==> config.mk <==
export PLATFORM = sky130hd
export DESIGN_NAME = ctw_top
export DESIGN_NICKNAME = d
export VERILOG_FILES = /design/src/core/ctw_pkg.sv /design/src/core/ctw_acc_if.sv /design/src/core/ctw_top.sv /design/src/core/ctw_mem_engine.sv
export SDC_FILE = /design/constraint.sdc
export NUM_CORES = 1
export LEC_CHECK = 0
export BUFFER_PORTS_ARGS = -buffer_cell sky130_fd_sc_hd__buf_2
export CAP_MARGIN = 20
export CORE_MARGIN = 2
export CORE_UTILIZATION = 45
export CTS_BUF_LIST = sky130_fd_sc_hd__clkbuf_4 sky130_fd_sc_hd__clkbuf_8 sky130_fd_sc_hd__clkbuf_16
export DETAILED_ROUTE_END_ITERATION = 16
export PLACE_DENSITY = 0.73
export SYNTH_ARGS = -nofsm -noshare
export SYNTH_HDL_FRONTEND = slang
export SYNTH_SLANG_ARGS = --single-unit
==> constraint.sdc <==
create_clock -name clk_in -period 4.8 [get_ports clk_in]
set_clock_uncertainty 0.05 [all_clocks]
set_input_delay 0.72 -clock clk_in [delete_from_list [all_inputs] [get_ports clk_in]]
set_output_delay 0.72 -clock clk_in [all_outputs]
set_load 0.1 [all_outputs]
==> src/core/ctw_pkg.sv <==
// Shared constants for the control word block: offsets, fields, resets, counts
package ctw_pkg;
   localparam int DATA_W = 32;
   localparam int AXI_AW = 8;
   // Register byte offsets
   localparam logic [AXI_AW-1:0] OFS_CTRL      = 8'h00;
   localparam logic [AXI_AW-1:0] OFS_IRQ_STAT  = 8'h04;
   localparam logic [AXI_AW-1:0] OFS_IRQ_MASK  = 8'h08;
   localparam logic [AXI_AW-1:0] OFS_ACC_ADDR  = 8'h0c;
   localparam logic [AXI_AW-1:0] OFS_ACC_WDATA = 8'h10;
   localparam logic [AXI_AW-1:0] OFS_ACC_CMD   = 8'h14;
   localparam logic [AXI_AW-1:0] OFS_ACC_STAT  = 8'h18;
   localparam logic [AXI_AW-1:0] OFS_ACC_RDATA = 8'h1c;
   localparam logic [AXI_AW-1:0] OFS_PIO_CTRL  = 8'h20;
   localparam logic [AXI_AW-1:0] OFS_PIO_OUT   = 8'h24;
   localparam logic [AXI_AW-1:0] OFS_PIO_IN    = 8'h28;
   // Control word field positions, then PIO control, command and status bit positions
   localparam int BIT_B_WAIT_EN   = 0;
   localparam int BIT_A_WAIT_EN   = 1;
   localparam int LSB_B_WAIT_CNT  = 2;
   localparam int LSB_A_WAIT_CNT  = 4;
   localparam int BIT_PIO_LO_DIR  = 6;
   localparam int BIT_PIO_HI_DIR  = 7;
   localparam int BIT_GRANT_SEL   = 8;
   localparam int BIT_FORCE_FORCE_ACCESS_PENDING  = 9;
   localparam int LSB_IRQ_SRC     = 10;
   localparam int IRQ_SRC_W       = 6;
   localparam int BIT_WIDE_PIO    = 0;
   localparam int BIT_CMD_START   = 0;
   localparam int BIT_CMD_WRITE   = 1;
   localparam int BIT_CMD_PART_B  = 2;
   localparam int BIT_ACC_DONE    = 0;
   // Reset values
   localparam logic [15:0] CTRL_RST = 16'h0000;
   localparam logic [15:0] IRQ_RST  = 16'h0000;
   // Wait-state timing: one wait state lasts one clock period
   localparam int CLK_PERIOD_PS     = 10000;
   localparam int WAIT_STATE_PS     = CLK_PERIOD_PS;
   localparam int WAIT_STATE_CYC    = (WAIT_STATE_PS + CLK_PERIOD_PS - 1) / CLK_PERIOD_PS;
   localparam int WAIT_MAX_CLK_PS   = 12500;
   localparam logic [1:0] WCODE_READY = 2'b11;
   localparam int READY_MIN_WAITS    = 2;
   localparam logic [1:0] RESP_OKAY   = 2'b00;
   localparam logic [1:0] RESP_SLVERR = 2'b10;

   typedef enum logic [2:0] {
      ST_IDLE   = 3'b001,
      ST_ACCESS = 3'b010,
      ST_DONE   = 3'b100
   } ctw_state_t;
endpackage

==> src/core/ctw_acc_if.sv <==
// Access request and configuration channel between control logic and memory engine
`timescale 1ns/100ps
interface ctw_acc_if #(parameter int ADDR_W = 22, parameter int DATA_W = 32);
   logic              req;
   logic              wr;
   logic              part_b;
   logic [ADDR_W-1:0] addr;
   logic [DATA_W-1:0] wdata;
   logic [15:0]       ctrl;
   logic              ready_n;
   logic [DATA_W-1:0] dbus;
   logic              busy;
   logic              done;
   logic [DATA_W-1:0] rdata;
   modport ctl (output req, wr, part_b, addr, wdata, ctrl, ready_n, dbus,
                input busy, done, rdata);
   modport eng (input req, wr, part_b, addr, wdata, ctrl, ready_n, dbus,
                output busy, done, rdata);
endinterface

==> src/core/ctw_top.sv <==
// Processor control word register bank with AXI4-Lite access and memory interface
`timescale 1ns/100ps
module ctw_top #(
   parameter int ADDR_W = 22,
   parameter int DATA_W = ctw_pkg::DATA_W
) (
   input  wire logic                       clk_in,
   input  wire logic                       rst_n_in,
   input  wire logic [ctw_pkg::AXI_AW-1:0] s_axi_awaddr_in,
   input  wire logic                       s_axi_awvalid_in,
   output logic                            s_axi_awready_out,
   input  wire logic [31:0]                s_axi_wdata_in,
   input  wire logic [3:0]                 s_axi_wstrb_in,
   input  wire logic                       s_axi_wvalid_in,
   output logic                            s_axi_wready_out,
   output logic [1:0]                      s_axi_bresp_out,
   output logic                            s_axi_bvalid_out,
   input  wire logic                       s_axi_bready_in,
   input  wire logic [ctw_pkg::AXI_AW-1:0] s_axi_araddr_in,
   input  wire logic                       s_axi_arvalid_in,
   output logic                            s_axi_arready_out,
   output logic [31:0]                     s_axi_rdata_out,
   output logic [1:0]                      s_axi_rresp_out,
   output logic                            s_axi_rvalid_out,
   input  wire logic                       s_axi_rready_in,
   output logic [ADDR_W-1:0]               mem_addr_bus_out,
   output logic                            mem_addr_bus_oe_out,
   input  wire logic [DATA_W-1:0]          mem_data_bus_in,
   output logic [DATA_W-1:0]               mem_data_bus_out,
   output logic                            mem_data_bus_oe_out,
   output logic                            mem_rd_n_out,
   output logic                            mem_wr_n_out,
   output logic                            mem_grant_out,
   input  wire logic                       ext_ready_n_in,
   input  wire logic                       ext_irq_one_in,
   input  wire logic                       ext_irq_two_in,
   input  wire logic                       ser_out_empty_in,
   input  wire logic                       ser_in_full_in,
   input  wire logic                       par_out_empty_in,
   input  wire logic                       par_in_full_in,
   input  wire logic [7:0]                 parallel_io_pin_in,
   output logic [7:0]                      parallel_io_pin_out,
   output logic [7:0]                      parallel_io_pin_oe_out,
   output logic                            irq_out
);
   import ctw_pkg::*;

   localparam int SYNC_W = DATA_W + 11;
   localparam logic [SYNC_W-1:0] SYNC_RST = {1'b1, {(SYNC_W-1){1'b0}}};

   function automatic logic [31:0] merge_bytes(input logic [31:0] old_v,
                                               input logic [31:0] new_v,
                                               input logic [3:0]  strb);
      logic [31:0] r;
      r = old_v;
      for (int i = 0; i < 4; i++) begin
         if (strb[i]) begin
            r[8*i +: 8] = new_v[8*i +: 8];
         end
      end
      return r;
   endfunction

   ctw_acc_if #(.ADDR_W(ADDR_W), .DATA_W(DATA_W)) acc ();

   // Register state
   logic [15:0]       ctrl_q;
   logic [15:0]       irq_stat_q;
   logic [15:0]       irq_mask_q;
   logic [ADDR_W-1:0] acc_addr_q;
   logic [DATA_W-1:0] acc_wdata_q;
   logic              acc_wr_q;
   logic              acc_part_b_q;
   logic              acc_req_q;
   logic              wide_pio_q;
   logic [7:0]        pio_out_q;

   // Pin synchronisers: ready, interrupt pins, parallel pins, data bus
   logic [SYNC_W-1:0] sync1_q;
   logic [SYNC_W-1:0] sync2_q;
   logic [SYNC_W-1:0] sync3_q;
   logic [SYNC_W-1:0] filt_q;
   logic              ready_n_f;
   logic              irq_one_f;
   logic              irq_two_f;
   logic [7:0]        pio_in_f;
   logic [DATA_W-1:0] dbus_f;

   always_ff @(posedge clk_in or negedge rst_n_in) begin
      if (!rst_n_in) begin
         sync1_q <= SYNC_RST;
         sync2_q <= SYNC_RST;
         sync3_q <= SYNC_RST;
         filt_q  <= SYNC_RST;
      end else begin
         sync1_q <= {ext_ready_n_in, ext_irq_one_in, ext_irq_two_in,
                     parallel_io_pin_in, mem_data_bus_in};
         sync2_q <= sync1_q;
         sync3_q <= sync2_q;
         // A change counts once the second and third stages agree
         filt_q  <= (sync2_q & sync3_q) | (filt_q & (sync2_q | sync3_q));
      end
   end

   assign {ready_n_f, irq_one_f, irq_two_f, pio_in_f, dbus_f} = filt_q;

   // AXI4-Lite write channel
   logic              awready_q;
   logic              wready_q;
   logic              bvalid_q;
   logic [1:0]        bresp_q;
   logic              aw_hold_q;
   logic              w_hold_q;
   logic [AXI_AW-1:0] awaddr_q;
   logic [31:0]       wdata_q;
   logic [3:0]        wstrb_q;
   logic              aw_take;
   logic              w_take;
   logic              do_wr;
   logic              aw_hold_d;
   logic              w_hold_d;
   logic              bvalid_d;
   logic [AXI_AW-1:0] wr_addr;
   logic [31:0]       wr_data;
   logic [3:0]        wr_strb;
   logic              wr_hit;

   always_comb begin
      aw_take   = s_axi_awvalid_in && awready_q;
      w_take    = s_axi_wvalid_in && wready_q;
      do_wr     = (aw_hold_q || aw_take) && (w_hold_q || w_take) && !bvalid_q;
      aw_hold_d = (aw_hold_q || aw_take) && !do_wr;
      w_hold_d  = (w_hold_q || w_take) && !do_wr;
      bvalid_d  = do_wr || (bvalid_q && !s_axi_bready_in);
      wr_addr   = aw_take ? s_axi_awaddr_in : awaddr_q;
      wr_data   = w_take ? s_axi_wdata_in : wdata_q;
      wr_strb   = w_take ? s_axi_wstrb_in : wstrb_q;
      wr_hit    = (wr_addr == OFS_CTRL) || (wr_addr == OFS_IRQ_STAT)
                  || (wr_addr == OFS_IRQ_MASK) || (wr_addr == OFS_ACC_ADDR)
                  || (wr_addr == OFS_ACC_WDATA) || (wr_addr == OFS_ACC_CMD)
                  || (wr_addr == OFS_PIO_CTRL) || (wr_addr == OFS_PIO_OUT);
   end

   always_ff @(posedge clk_in or negedge rst_n_in) begin
      if (!rst_n_in) begin
         awready_q <= 1'b0;
         wready_q  <= 1'b0;
         bvalid_q  <= 1'b0;
         bresp_q   <= RESP_OKAY;
         aw_hold_q <= 1'b0;
         w_hold_q  <= 1'b0;
         awaddr_q  <= '0;
         wdata_q   <= '0;
         wstrb_q   <= '0;
      end else begin
         aw_hold_q <= aw_hold_d;
         w_hold_q  <= w_hold_d;
         bvalid_q  <= bvalid_d;
         awready_q <= !aw_hold_d && !bvalid_d;
         wready_q  <= !w_hold_d && !bvalid_d;
         if (aw_take) begin
            awaddr_q <= s_axi_awaddr_in;
         end
         if (w_take) begin
            wdata_q <= s_axi_wdata_in;
            wstrb_q <= s_axi_wstrb_in;
         end
         if (do_wr) begin
            bresp_q <= wr_hit ? RESP_OKAY : RESP_SLVERR;
         end
      end
   end

   // Control word: holds its value until rewritten
   always_ff @(posedge clk_in or negedge rst_n_in) begin
      if (!rst_n_in) begin
         ctrl_q <= CTRL_RST;
      end else if (do_wr && wr_addr == OFS_CTRL) begin
         ctrl_q <= 16'(merge_bytes({16'h0000, ctrl_q}, wr_data, wr_strb));
      end
   end

   // Access setup and launch
   always_ff @(posedge clk_in or negedge rst_n_in) begin
      if (!rst_n_in) begin
         acc_addr_q   <= '0;
         acc_wdata_q  <= '0;
         acc_wr_q     <= 1'b0;
         acc_part_b_q <= 1'b0;
         acc_req_q    <= 1'b0;
      end else begin
         if (acc_req_q) begin
            acc_req_q <= 1'b0;
         end
         if (do_wr && wr_addr == OFS_ACC_ADDR) begin
            acc_addr_q <= ADDR_W'(merge_bytes(32'(acc_addr_q), wr_data, wr_strb));
         end
         if (do_wr && wr_addr == OFS_ACC_WDATA) begin
            acc_wdata_q <= DATA_W'(merge_bytes(32'(acc_wdata_q), wr_data, wr_strb));
         end
         // A start while an access runs is dropped
         if (do_wr && wr_addr == OFS_ACC_CMD && wr_strb[0] && wr_data[BIT_CMD_START]
             && !acc.busy && !acc_req_q) begin
            acc_req_q    <= 1'b1;
            acc_wr_q     <= wr_data[BIT_CMD_WRITE];
            acc_part_b_q <= wr_data[BIT_CMD_PART_B];
         end
      end
   end

   // Parallel pins
   always_ff @(posedge clk_in or negedge rst_n_in) begin
      if (!rst_n_in) begin
         wide_pio_q             <= 1'b0;
         pio_out_q              <= 8'h00;
         parallel_io_pin_out    <= 8'h00;
         parallel_io_pin_oe_out <= 8'h00;
      end else begin
         if (do_wr && wr_addr == OFS_PIO_CTRL && wr_strb[0]) begin
            wide_pio_q <= wr_data[BIT_WIDE_PIO];
         end
         if (do_wr && wr_addr == OFS_PIO_OUT && wr_strb[0]) begin
            pio_out_q <= wr_data[7:0];
         end
         parallel_io_pin_out       <= pio_out_q;
         parallel_io_pin_oe_out[3:0] <= {4{ctrl_q[BIT_PIO_LO_DIR] && !wide_pio_q}};
         parallel_io_pin_oe_out[7:4] <= {4{ctrl_q[BIT_PIO_HI_DIR] && !wide_pio_q}};
      end
   end

   // Interrupt sources in control word order, bits 15 down to 10
   logic [IRQ_SRC_W-1:0] src;
   logic [IRQ_SRC_W-1:0] src_q;
   logic [15:0]          ev;
   logic [15:0]          stat_clr;

   always_comb begin
      src = {irq_one_f, par_in_full_in, par_out_empty_in,
             ser_in_full_in, ser_out_empty_in, irq_two_f};
      ev  = 16'h0000;
      ev[LSB_IRQ_SRC +: IRQ_SRC_W] = src & ~src_q & ctrl_q[LSB_IRQ_SRC +: IRQ_SRC_W];
      ev[BIT_ACC_DONE] = acc.done;
      stat_clr = (do_wr && wr_addr == OFS_IRQ_STAT)
                 ? 16'(merge_bytes(32'h0000_0000, wr_data, wr_strb)) : 16'h0000;
   end

   always_ff @(posedge clk_in or negedge rst_n_in) begin
      if (!rst_n_in) begin
         src_q      <= '0;
         irq_stat_q <= IRQ_RST;
         irq_mask_q <= IRQ_RST;
         irq_out    <= 1'b0;
      end else begin
         src_q      <= src;
         // A new event wins over a clear in the same cycle
         irq_stat_q <= (irq_stat_q & ~stat_clr) | ev;
         if (do_wr && wr_addr == OFS_IRQ_MASK) begin
            irq_mask_q <= 16'(merge_bytes({16'h0000, irq_mask_q}, wr_data, wr_strb));
         end
         irq_out <= |(irq_stat_q & irq_mask_q);
      end
   end

   // AXI4-Lite read channel
   logic        arready_q;
   logic        rvalid_q;
   logic [31:0] rdata_q;
   logic [1:0]  rresp_q;
   logic [31:0] rd_val;
   logic        rd_hit;

   always_comb begin
      rd_hit = 1'b1;
      if (s_axi_araddr_in == OFS_CTRL) begin
         rd_val = {16'h0000, ctrl_q};
      end else if (s_axi_araddr_in == OFS_IRQ_STAT) begin
         rd_val = {16'h0000, irq_stat_q};
      end else if (s_axi_araddr_in == OFS_IRQ_MASK) begin
         rd_val = {16'h0000, irq_mask_q};
      end else if (s_axi_araddr_in == OFS_ACC_ADDR) begin
         rd_val = 32'(acc_addr_q);
      end else if (s_axi_araddr_in == OFS_ACC_WDATA) begin
         rd_val = 32'(acc_wdata_q);
      end else if (s_axi_araddr_in == OFS_ACC_CMD) begin
         rd_val = {29'h0, acc_part_b_q, acc_wr_q, 1'b0};
      end else if (s_axi_araddr_in == OFS_ACC_STAT) begin
         rd_val = {31'h0, acc.busy || acc_req_q};
      end else if (s_axi_araddr_in == OFS_ACC_RDATA) begin
         rd_val = 32'(acc.rdata);
      end else if (s_axi_araddr_in == OFS_PIO_CTRL) begin
         rd_val = {31'h0, wide_pio_q};
      end else if (s_axi_araddr_in == OFS_PIO_OUT) begin
         rd_val = {24'h0, pio_out_q};
      end else if (s_axi_araddr_in == OFS_PIO_IN) begin
         rd_val = {24'h0, pio_in_f};
      end else begin
         rd_val = 32'h0000_0000;
         rd_hit = 1'b0;
      end
   end

   always_ff @(posedge clk_in or negedge rst_n_in) begin
      if (!rst_n_in) begin
         arready_q <= 1'b1;
         rvalid_q  <= 1'b0;
         rdata_q   <= 32'h0000_0000;
         rresp_q   <= RESP_OKAY;
      end else if (s_axi_arvalid_in && arready_q) begin
         arready_q <= 1'b0;
         rvalid_q  <= 1'b1;
         rdata_q   <= rd_val;
         rresp_q   <= rd_hit ? RESP_OKAY : RESP_SLVERR;
      end else if (rvalid_q && s_axi_rready_in) begin
         rvalid_q  <= 1'b0;
         arready_q <= 1'b1;
      end
   end

   assign s_axi_awready_out = awready_q;
   assign s_axi_wready_out  = wready_q;
   assign s_axi_bvalid_out  = bvalid_q;
   assign s_axi_bresp_out   = bresp_q;
   assign s_axi_arready_out = arready_q;
   assign s_axi_rvalid_out  = rvalid_q;
   assign s_axi_rdata_out   = rdata_q;
   assign s_axi_rresp_out   = rresp_q;

   assign acc.req     = acc_req_q;
   assign acc.wr      = acc_wr_q;
   assign acc.part_b  = acc_part_b_q;
   assign acc.addr    = acc_addr_q;
   assign acc.wdata   = acc_wdata_q;
   assign acc.ctrl    = ctrl_q;
   assign acc.ready_n = ready_n_f;
   assign acc.dbus    = dbus_f;

   ctw_mem_engine #(.ADDR_W(ADDR_W), .DATA_W(DATA_W)) u_engine (
      .clk_in              (clk_in),
      .rst_n_in            (rst_n_in),
      .acc                 (acc),
      .mem_addr_bus_out    (mem_addr_bus_out),
      .mem_addr_bus_oe_out (mem_addr_bus_oe_out),
      .mem_data_bus_out    (mem_data_bus_out),
      .mem_data_bus_oe_out (mem_data_bus_oe_out),
      .mem_rd_n_out        (mem_rd_n_out),
      .mem_wr_n_out        (mem_wr_n_out),
      .mem_grant_out       (mem_grant_out)
   );
endmodule

==> src/core/ctw_mem_engine.sv <==
// External memory access engine with wait-state generation and grant pin
`timescale 1ns/100ps
module ctw_mem_engine #(
   parameter int ADDR_W = 22,
   parameter int DATA_W = 32
) (
   input  wire logic              clk_in,
   input  wire logic              rst_n_in,
   ctw_acc_if.eng                 acc,
   output logic [ADDR_W-1:0]      mem_addr_bus_out,
   output logic                   mem_addr_bus_oe_out,
   output logic [DATA_W-1:0]      mem_data_bus_out,
   output logic                   mem_data_bus_oe_out,
   output logic                   mem_rd_n_out,
   output logic                   mem_wr_n_out,
   output logic                   mem_grant_out
);
   import ctw_pkg::*;

   ctw_state_t state_q;
   logic [2:0] cnt_q;
   logic       ready_mode_q;
   logic       wr_q;
   logic [1:0] code;
   logic       wen;
   logic [2:0] waits;

   // Settings are sampled when an access starts
   always_comb begin
      wen  = acc.part_b ? acc.ctrl[BIT_B_WAIT_EN] : acc.ctrl[BIT_A_WAIT_EN];
      code = acc.part_b ? acc.ctrl[LSB_B_WAIT_CNT +: 2] : acc.ctrl[LSB_A_WAIT_CNT +: 2];
      if (!wen) begin
         waits = 3'd0;
      end else if (code == WCODE_READY) begin
         waits = 3'(READY_MIN_WAITS * WAIT_STATE_CYC);
      end else begin
         waits = 3'((int'(code) + 1) * WAIT_STATE_CYC);
      end
   end

   always_ff @(posedge clk_in or negedge rst_n_in) begin
      if (!rst_n_in) begin
         state_q      <= ST_IDLE;
         cnt_q        <= 3'd0;
         ready_mode_q <= 1'b0;
         wr_q         <= 1'b0;
      end else begin
         case (state_q)
            ST_IDLE: begin
               if (acc.req) begin
                  state_q      <= ST_ACCESS;
                  cnt_q        <= waits;
                  ready_mode_q <= wen && (code == WCODE_READY);
                  wr_q         <= acc.wr;
               end
            end
            ST_ACCESS: begin
               if (cnt_q != 3'd0) begin
                  cnt_q <= cnt_q - 3'd1;
               end else if (!ready_mode_q || !acc.ready_n) begin
                  state_q <= ST_DONE;
               end
            end
            ST_DONE: begin
               state_q <= ST_IDLE;
            end
            default: begin
               state_q <= ST_IDLE;
            end
         endcase
      end
   end

   // Pin drive
   always_ff @(posedge clk_in or negedge rst_n_in) begin
      if (!rst_n_in) begin
         mem_addr_bus_out    <= '0;
         mem_addr_bus_oe_out <= 1'b0;
         mem_data_bus_out    <= '0;
         mem_data_bus_oe_out <= 1'b0;
         mem_rd_n_out        <= 1'b1;
         mem_wr_n_out        <= 1'b1;
      end else if (state_q == ST_IDLE && acc.req) begin
         mem_addr_bus_out    <= acc.addr;
         mem_addr_bus_oe_out <= 1'b1;
         mem_data_bus_out    <= acc.wdata;
         mem_data_bus_oe_out <= acc.wr;
         mem_rd_n_out        <= acc.wr;
         mem_wr_n_out        <= !acc.wr;
      end else if (state_q == ST_ACCESS && cnt_q == 3'd0 && (!ready_mode_q || !acc.ready_n)) begin
         mem_addr_bus_oe_out <= 1'b0;
         mem_data_bus_oe_out <= 1'b0;
         mem_rd_n_out        <= 1'b1;
         mem_wr_n_out        <= 1'b1;
      end
   end

   // Grant pin: output enable or access-pending indicator
   always_ff @(posedge clk_in or negedge rst_n_in) begin
      if (!rst_n_in) begin
         mem_grant_out <= 1'b1;
      end else if (acc.ctrl[BIT_GRANT_SEL]) begin
         mem_grant_out <= !(acc.ctrl[BIT_FORCE_FORCE_ACCESS_PENDING] || acc.req
                            || state_q != ST_IDLE);
      end else begin
         mem_grant_out <= !(state_q == ST_IDLE && acc.req && !acc.wr)
                          && !(state_q == ST_ACCESS && !wr_q
                               && !(cnt_q == 3'd0 && (!ready_mode_q || !acc.ready_n)));
      end
   end

   always_ff @(posedge clk_in or negedge rst_n_in) begin
      if (!rst_n_in) begin
         acc.rdata <= '0;
         acc.done  <= 1'b0;
      end else begin
         acc.done <= (state_q == ST_ACCESS) && cnt_q == 3'd0
                     && (!ready_mode_q || !acc.ready_n);
         if (state_q == ST_ACCESS && cnt_q == 3'd0 && !wr_q) begin
            acc.rdata <= acc.dbus;
         end
      end
   end

   assign acc.busy = (state_q != ST_IDLE);
endmodule

==> results.toml, run 1 <==
[yosys]
synthTopCellsByCount = "dfrtp_1 (479), nand2_1 (216), mux2_2 (152), o21ai_0 (75), maj3_1 (44)"
synth.largest_area_cell = "dfrtp_1"
synth-simple-area-share_pct = 8.69
synthCells = 1361
synth_compound_gate_area_share_pct = 7.58
synthTopCellsByArea = "dfrtp_1 (66%), mux2_2 (9.5%), nand2_1 (4.5%)"
syn-cell-area_um2 = 18000
synth.most_common_cell = "dfrtp_1"
yosysSeqAreaShare_pct = 67.7
synth-edff-count = 0
async_flop_share_pct = 100
synth_adder_area_share_pct = 2.58
syn_area_per_cell_um2 = 13.3
synth_xor_area_share_pct = 0
synth_top_family_by_area = "multiplexers"
yosysWarnings = 0
ys.flop_type = "dfrtp_1"
yosysTopAreaCellShare_pct = 66.4
ys_types = 64
muxShareOfSynthArea_pct = 11.2
synth-seq-cells = 488

[cells_and_area]
post-route-cell-area_um2 = 21500
nets = 1697
drive_gt1_share_pct = 31.0
fillCellCount = 3345
finalNonFillerCells = 2156
area_delta_synth_final_pct = 18.9
utilization_pct = 54.1

[placement]
hpwl_um = 31000
gp_congestion = 0.849
placed_cell_area_um2 = 19700
io_buffers = 220
place_inst = 2062

[clock_tree]
h-tree-depth = 2
clock_latency_ps = 590
root_buffer = "clkbuf_16"
cts_buffer_depth = 3
cts-resized-gates = 0
cts.clk_slew.worst_paths_ps = 60
cts_hold_buf = 0
cts_tree = "built"
cts.sinks = 488
cts_inserted_buffers = 49
post-cts-setup-buffers = 0

[die]
start_util_pct = 45.5
die_y_um = 204
ios = 223
coreArea_um2 = 39600
rows = 73
die_area_um2 = 41700
die_w_um = 204

[timing]
slew_headroom_pct = 38.4
setup_viol = 0
fin_crit_ps = 3120
hold_slack_ps = 80.9
tightest_slew_ps = 924
grt_setup_unrepaired = "no"
fmax_ghz = 0.321
tns_ps = 0
period_share_pct = 65.0
hold_viol = 0
slew_viol_final = 0

[route]
drt_iter0_markers = 828
drtPass1Iterations = 6
drtAntennaViolNets = 0
wl_um = 44900
vias = 11502
viasPerCell = 5.33
drc = 0
routedWlPerCell_um = 20.8

[critical_path]
arrival_ps = 3540
start_kind = "register"
cp_max_fo = 11
rr_startpoint = "s_axi_awready_out"
required_ps = 5220
cp-end-kind = "register"
critical_path_class = "register to register"
cp-startpoint = "s_axi_awready_out"

[power]
leakage_nw = 10.6
ir_worst_vdd_mv = 0.296
p_per_area_nw_per_um2 = 498

[global_routing]
grt_max_degree = 120
grt-ovfl-total = 0
gr-usage-all-layers_pct = 22.1
grt_pass1_wl_um = 70000
antenna_found_initial = 4
grt_pass1_vias = 11912

[worst_hold_path]
hold_path.class = "input port to async pin"

[outcome]
status = "finished, final reports clean"

[job]
maxCapViolCount = 0
-- where the power goes --
part	internal (mW)	switching, mW
sequential	4.59	0.254
combinational	0.525	1.37
clock	2.36	1.58
-- layout by cell type, fill, tap and decap left out, types with 5 or more instances in the layout --
cell	Yosys	layout
a221oi_1	12	12
nand3_1	6	6
o21ai_0	75	75
a22oi_1	24	24
nand2_1	216	216
dfrtp_1	479	479
o32a_1	8	8
inv_1	32	32
mux2i_1	24	24
o22ai_1	13	13
clkbuf_8	0	11
buf_4	8	14
and3_1	8	8
or3_1	8	7
dfstp_2	9	9
a21oi_1	34	34
nand3b_1	6	6
nor4_1	5	5
mux2_2	152	152
buf_2	1	219
o21bai_1	6	6
a22o_1	11	11
clkbuf_4	0	14
nor3_1	11	11
nor2_1	34	34
nand2b_1	8	8
clkinv_2	0	7
clkbuf_16	0	51
a21boi_0	9	9
nor2b_1	10	10
maj3_1	44	44
-- area by class of cell --
cell class	count	area, µm²	area share [%]
clock inverters	13	151	0.706
inverters	33	124	0.577
clock buffers	76	1530	7.14
well taps	525	657	3.06
flip-flops and latches	488	12200	57.0
multi-input cells	779	5450	25.4
diodes	4	10.0	0.0467
repair buffers	238	1300	6.08
-- metrics by stage --
step | setup WS [ps] | power (mW)
after floorplan | 1590 | 6.20
after global placement | 1310 | 6.74
after detailed placement | 1260 | 6.81
after CTS | 1680 | 10.8
after global routing | 1540 | 11.1
final | 1680 | 10.7
-- flip-flops by register name (all words and copies together), names as in the netlist, 2 cells and up --
name,flops
sync3_q,43
acc.ctrl,16
acc.addr,22
u_engine.mem_data_bus_out,32
s_axi_rdata_out,32
acc.wdata,32
filt_q,43
u_engine.cnt_q,3
u_engine.state_q,3
sync1_q,43
awaddr_q,8
irq_mask_q,16
wdata_q,32
sync2_q,43
parallel_io_pin_oe_out,2
parallel_io_pin_out,8
pio_out_q,8
u_engine.acc.rdata,32
u_engine.mem_addr_bus_out,22
irq_stat_q,16
wstrb_q,4
src_q,6
-- cells by family after synthesis --
family / after synthesis
compound gates: 212
other cells: 1
flops: 488
fa+ha+maj: 46
mux: 180
simple gates: 339
buf+inv: 95
-- path summary, 6_finish.rpt --
path	slack [ps]	to	cells after the start
worst max-delay path	1680	acc.wdata[10]	5
worst min-delay path	80	sync1_q[19]	1
worst max register to register	1680	acc.wdata[10]	5
worst min register to register	300	sync2_q[10]	0
max in group asynchronous	3500	sync2_q[33]	2
min in group clk_in	180	sync1_q[42]	1
-- critical path: stages, from the launching register on --
cell and delay [ps]:
dfrtp_1 380, nand2_1 430, mux2_4 380, or4b_1 750, nor3_4 600, mux2_2 400
-- per-layer routing --
layer  vias to the layer above  part of all wire (%)  track usage [%]  wire length, µm
li1                       5191                     -                -                -
met1                      5837                    44             30.5            19600
met2                       379                    46             34.3            20700
met3                        91                   6.8             5.18             3060
met4                         4                   3.4             8.49             1540
met5                         -                 0.056                0               25
Power figures use the tool's default switching activity.
==> run 2: changes to the inputs <==
--- a/config.mk
+++ b/config.mk
@@ -11,7 +11,7 @@
 export CORE_UTILIZATION = 45
 export CTS_BUF_LIST = sky130_fd_sc_hd__clkbuf_4 sky130_fd_sc_hd__clkbuf_8 sky130_fd_sc_hd__clkbuf_16
 export DETAILED_ROUTE_END_ITERATION = 16
-export PLACE_DENSITY = 0.73
+export PLACE_DENSITY = 0.76
 export SYNTH_ARGS = -nofsm -noshare
 export SYNTH_HDL_FRONTEND = slang
 export SYNTH_SLANG_ARGS = --single-unit
==> constraint.sdc (replaced) <==
create_clock -name clk_in -period 2.8 [get_ports clk_in]
set_clock_uncertainty 0.05 [all_clocks]
set_input_delay 0.42 -clock clk_in [delete_from_list [all_inputs] [get_ports clk_in]]
set_output_delay 0.42 -clock clk_in [all_outputs]
set_load 0.1 [all_outputs]
==> run 2 against run 1 <==
Flip-flop and latch count unchanged. Sequential share of layout area fell by 2.3 points. Sequential power is 71% higher. Routed wire length up 0.90%. Global-route usage is 0.075 points lower. Critical endpoint is now acc.wdata[27]. Critical path depth rose by 3. Count of clock-buffer cells in the layout is 4 lower. First-iteration DRC count grew 3.4%. Final area is 4.3% higher. Fmax rose by 16%. Via count increased by 5.0%.
==> results.toml, run 2 (synthesized netlist as in run 1, its figures left out) <==
[outcome]
status = "finished, final reports clean"

[route]
drt-met1-wl_um = 18900
viasPerCell = 5.37
wl_met3_um = 3620
drtAntennaViolNets = 0
drtPass1Iterations = 6
drc = 0
top_layer = "met5"
wl_met2_um = 21300
vias = 12082
drt_iter0_markers = 856
wl_um = 45300
routedWlPerCell_um = 20.1

[clock_tree]
cts.sinks = 488
root_buffer = "clkbuf_16"
cts.clk_slew.worst_paths_ps = 60
cts_inserted_buffers = 49
post-cts-setup-buffers = 0
cts-resized-gates = 0
cts_buffer_depth = 3
clock_latency_ps = 580
cts_tree = "built"
h-tree-depth = 2

[placement]
place_inst = 2107
place_ws_ps = 41.7
gp_congestion = 0.919
io_buffers = 220
placed_cell_area_um2 = 20200
hpwl_um = 31200

[die]
die_y_um = 204
die_w_um = 204
ios = 223
die_area_um2 = 41700
coreArea_um2 = 39600
rows = 73
start_util_pct = 45.5

[critical_path]
cp-end-kind = "register"
start_kind = "register"
required_ps = 3200
critical_path_class = "register to register"
cp_max_fo = 8
arrival_ps = 3100

[global_routing]
grt_max_degree = 76
gr-usage-all-layers_pct = 22.1
antenna_found_initial = 7
grt-ovfl-total = 0
grt_pass1_wl_um = 70600
grt_pass1_vias = 12556

[cells_and_area]
nets = 1792
finalNonFillerCells = 2251
multi_input_area_um2 = 5450
post-route-cell-area_um2 = 22400
fillCellCount = 3216
area_delta_synth_final_pct = 24.0
register_area_um2 = 12200
final_common_cell = "dfrtp_1"
drive_gt1_share_pct = 32.1
final_cell_mix = "dfrtp_1 (476), buf_2 (219), nand2_1 (216)"

[timing]
hold_viol = 0
fmax_ghz = 0.371
setup_ws_ps = 104
fin_crit_ps = 2700
grt_setup_unrepaired = "no"
period_share_pct = 96.3
tns_ps = 0
tightest_slew_ps = 1030
slew_viol_final = 0
setup_viol = 0
slew_headroom_pct = 31.2

[worst_hold_path]
hold_path.class = "input port to register"

[power]
combPwrFrac_pct = 18.8
p_int_mw = 12.8
ir_worst_vdd_mv = 0.481
p_sw_share_pct = 30.0
p_per_area_nw_per_um2 = 820
leakage_nw = 11.1
p_seq_share_pct = 45.3
p_sw_mw = 5.51
power_frac_clock_pct = 36.0

[job]
maxCapViolCount = 0
## run 2: power by group through the flow
stage	clock, mW	combinational, mW	sequential (mW)
6_report	6.60	3.44	8.31
3_5_place_dp	0	3.36	8.44
4_1_cts	6.77	3.43	8.32
5_1_grt	7.05	3.64	8.41
3_3_place_gp	0	3.31	8.39
2_1_floorplan	0	1.46	9.18
## run 2: metal layers
layer,vias up,GRT usage [%]
li1,5400,-
met3,91,5.96
met1,6146,29.7
met4,6,7.79
met2,439,34.6
met5,-,0
## run 2: per-stage QoR
step | hold WS [ps] | power (mW) | util [%]
2_1_floorplan | 74.4 | 10.6 | -
3_3_place_gp | 282 | 11.7 | 51.0
3_5_place_dp | 285 | 11.8 | 51.0
4_1_cts | 21.7 | 18.5 | 56.4
5_1_grt | 33.8 | 19.1 | 56.4
6_report | 54.3 | 18.4 | 56.5
## run 2: area by class of cell
class / instances / area share (%)
diodes: 4 / 0.0447
clock buffers: 72 / 6.71
clock inverters: 17 / 0.682
inverters: 33 / 0.553
multi-input cells: 779 / 24.4
flip-flops and latches: 488 / 54.7
well taps: 525 / 2.94
repair buffers: 333 / 10.1
## run 2: final timing paths
path,from,end,slack [ps],depth (start not counted)
max,s_axi_awready_out,acc.wdata[27],100,8
min,s_axi_wdata_in[23],wdata_q[23],50,2
max reg2reg,s_axi_awready_out,acc.wdata[27],100,8
min reg2reg,sync1_q[6],sync2_q[6],290,0
max in group asynchronous,rst_n_in,s_axi_rdata_out[26],1430,4
min in group asynchronous,rst_n_in,sync2_q[20],340,2
## run 2: what timing repair did
action	4_1_cts	5_1_grt
hold buffers	51	0
setup endpoints to repair	0	0
hold endpoints to repair	99	0
## run 2: critical path, cell delays in order (launching register included)
cell and delay (ps):
dfrtp_4 470, nand2_1 140, buf_4 190, mux2i_1 260, inv_1 110, or3_1 580, nor3b_4 290, buf_12 160
mux2_2 330
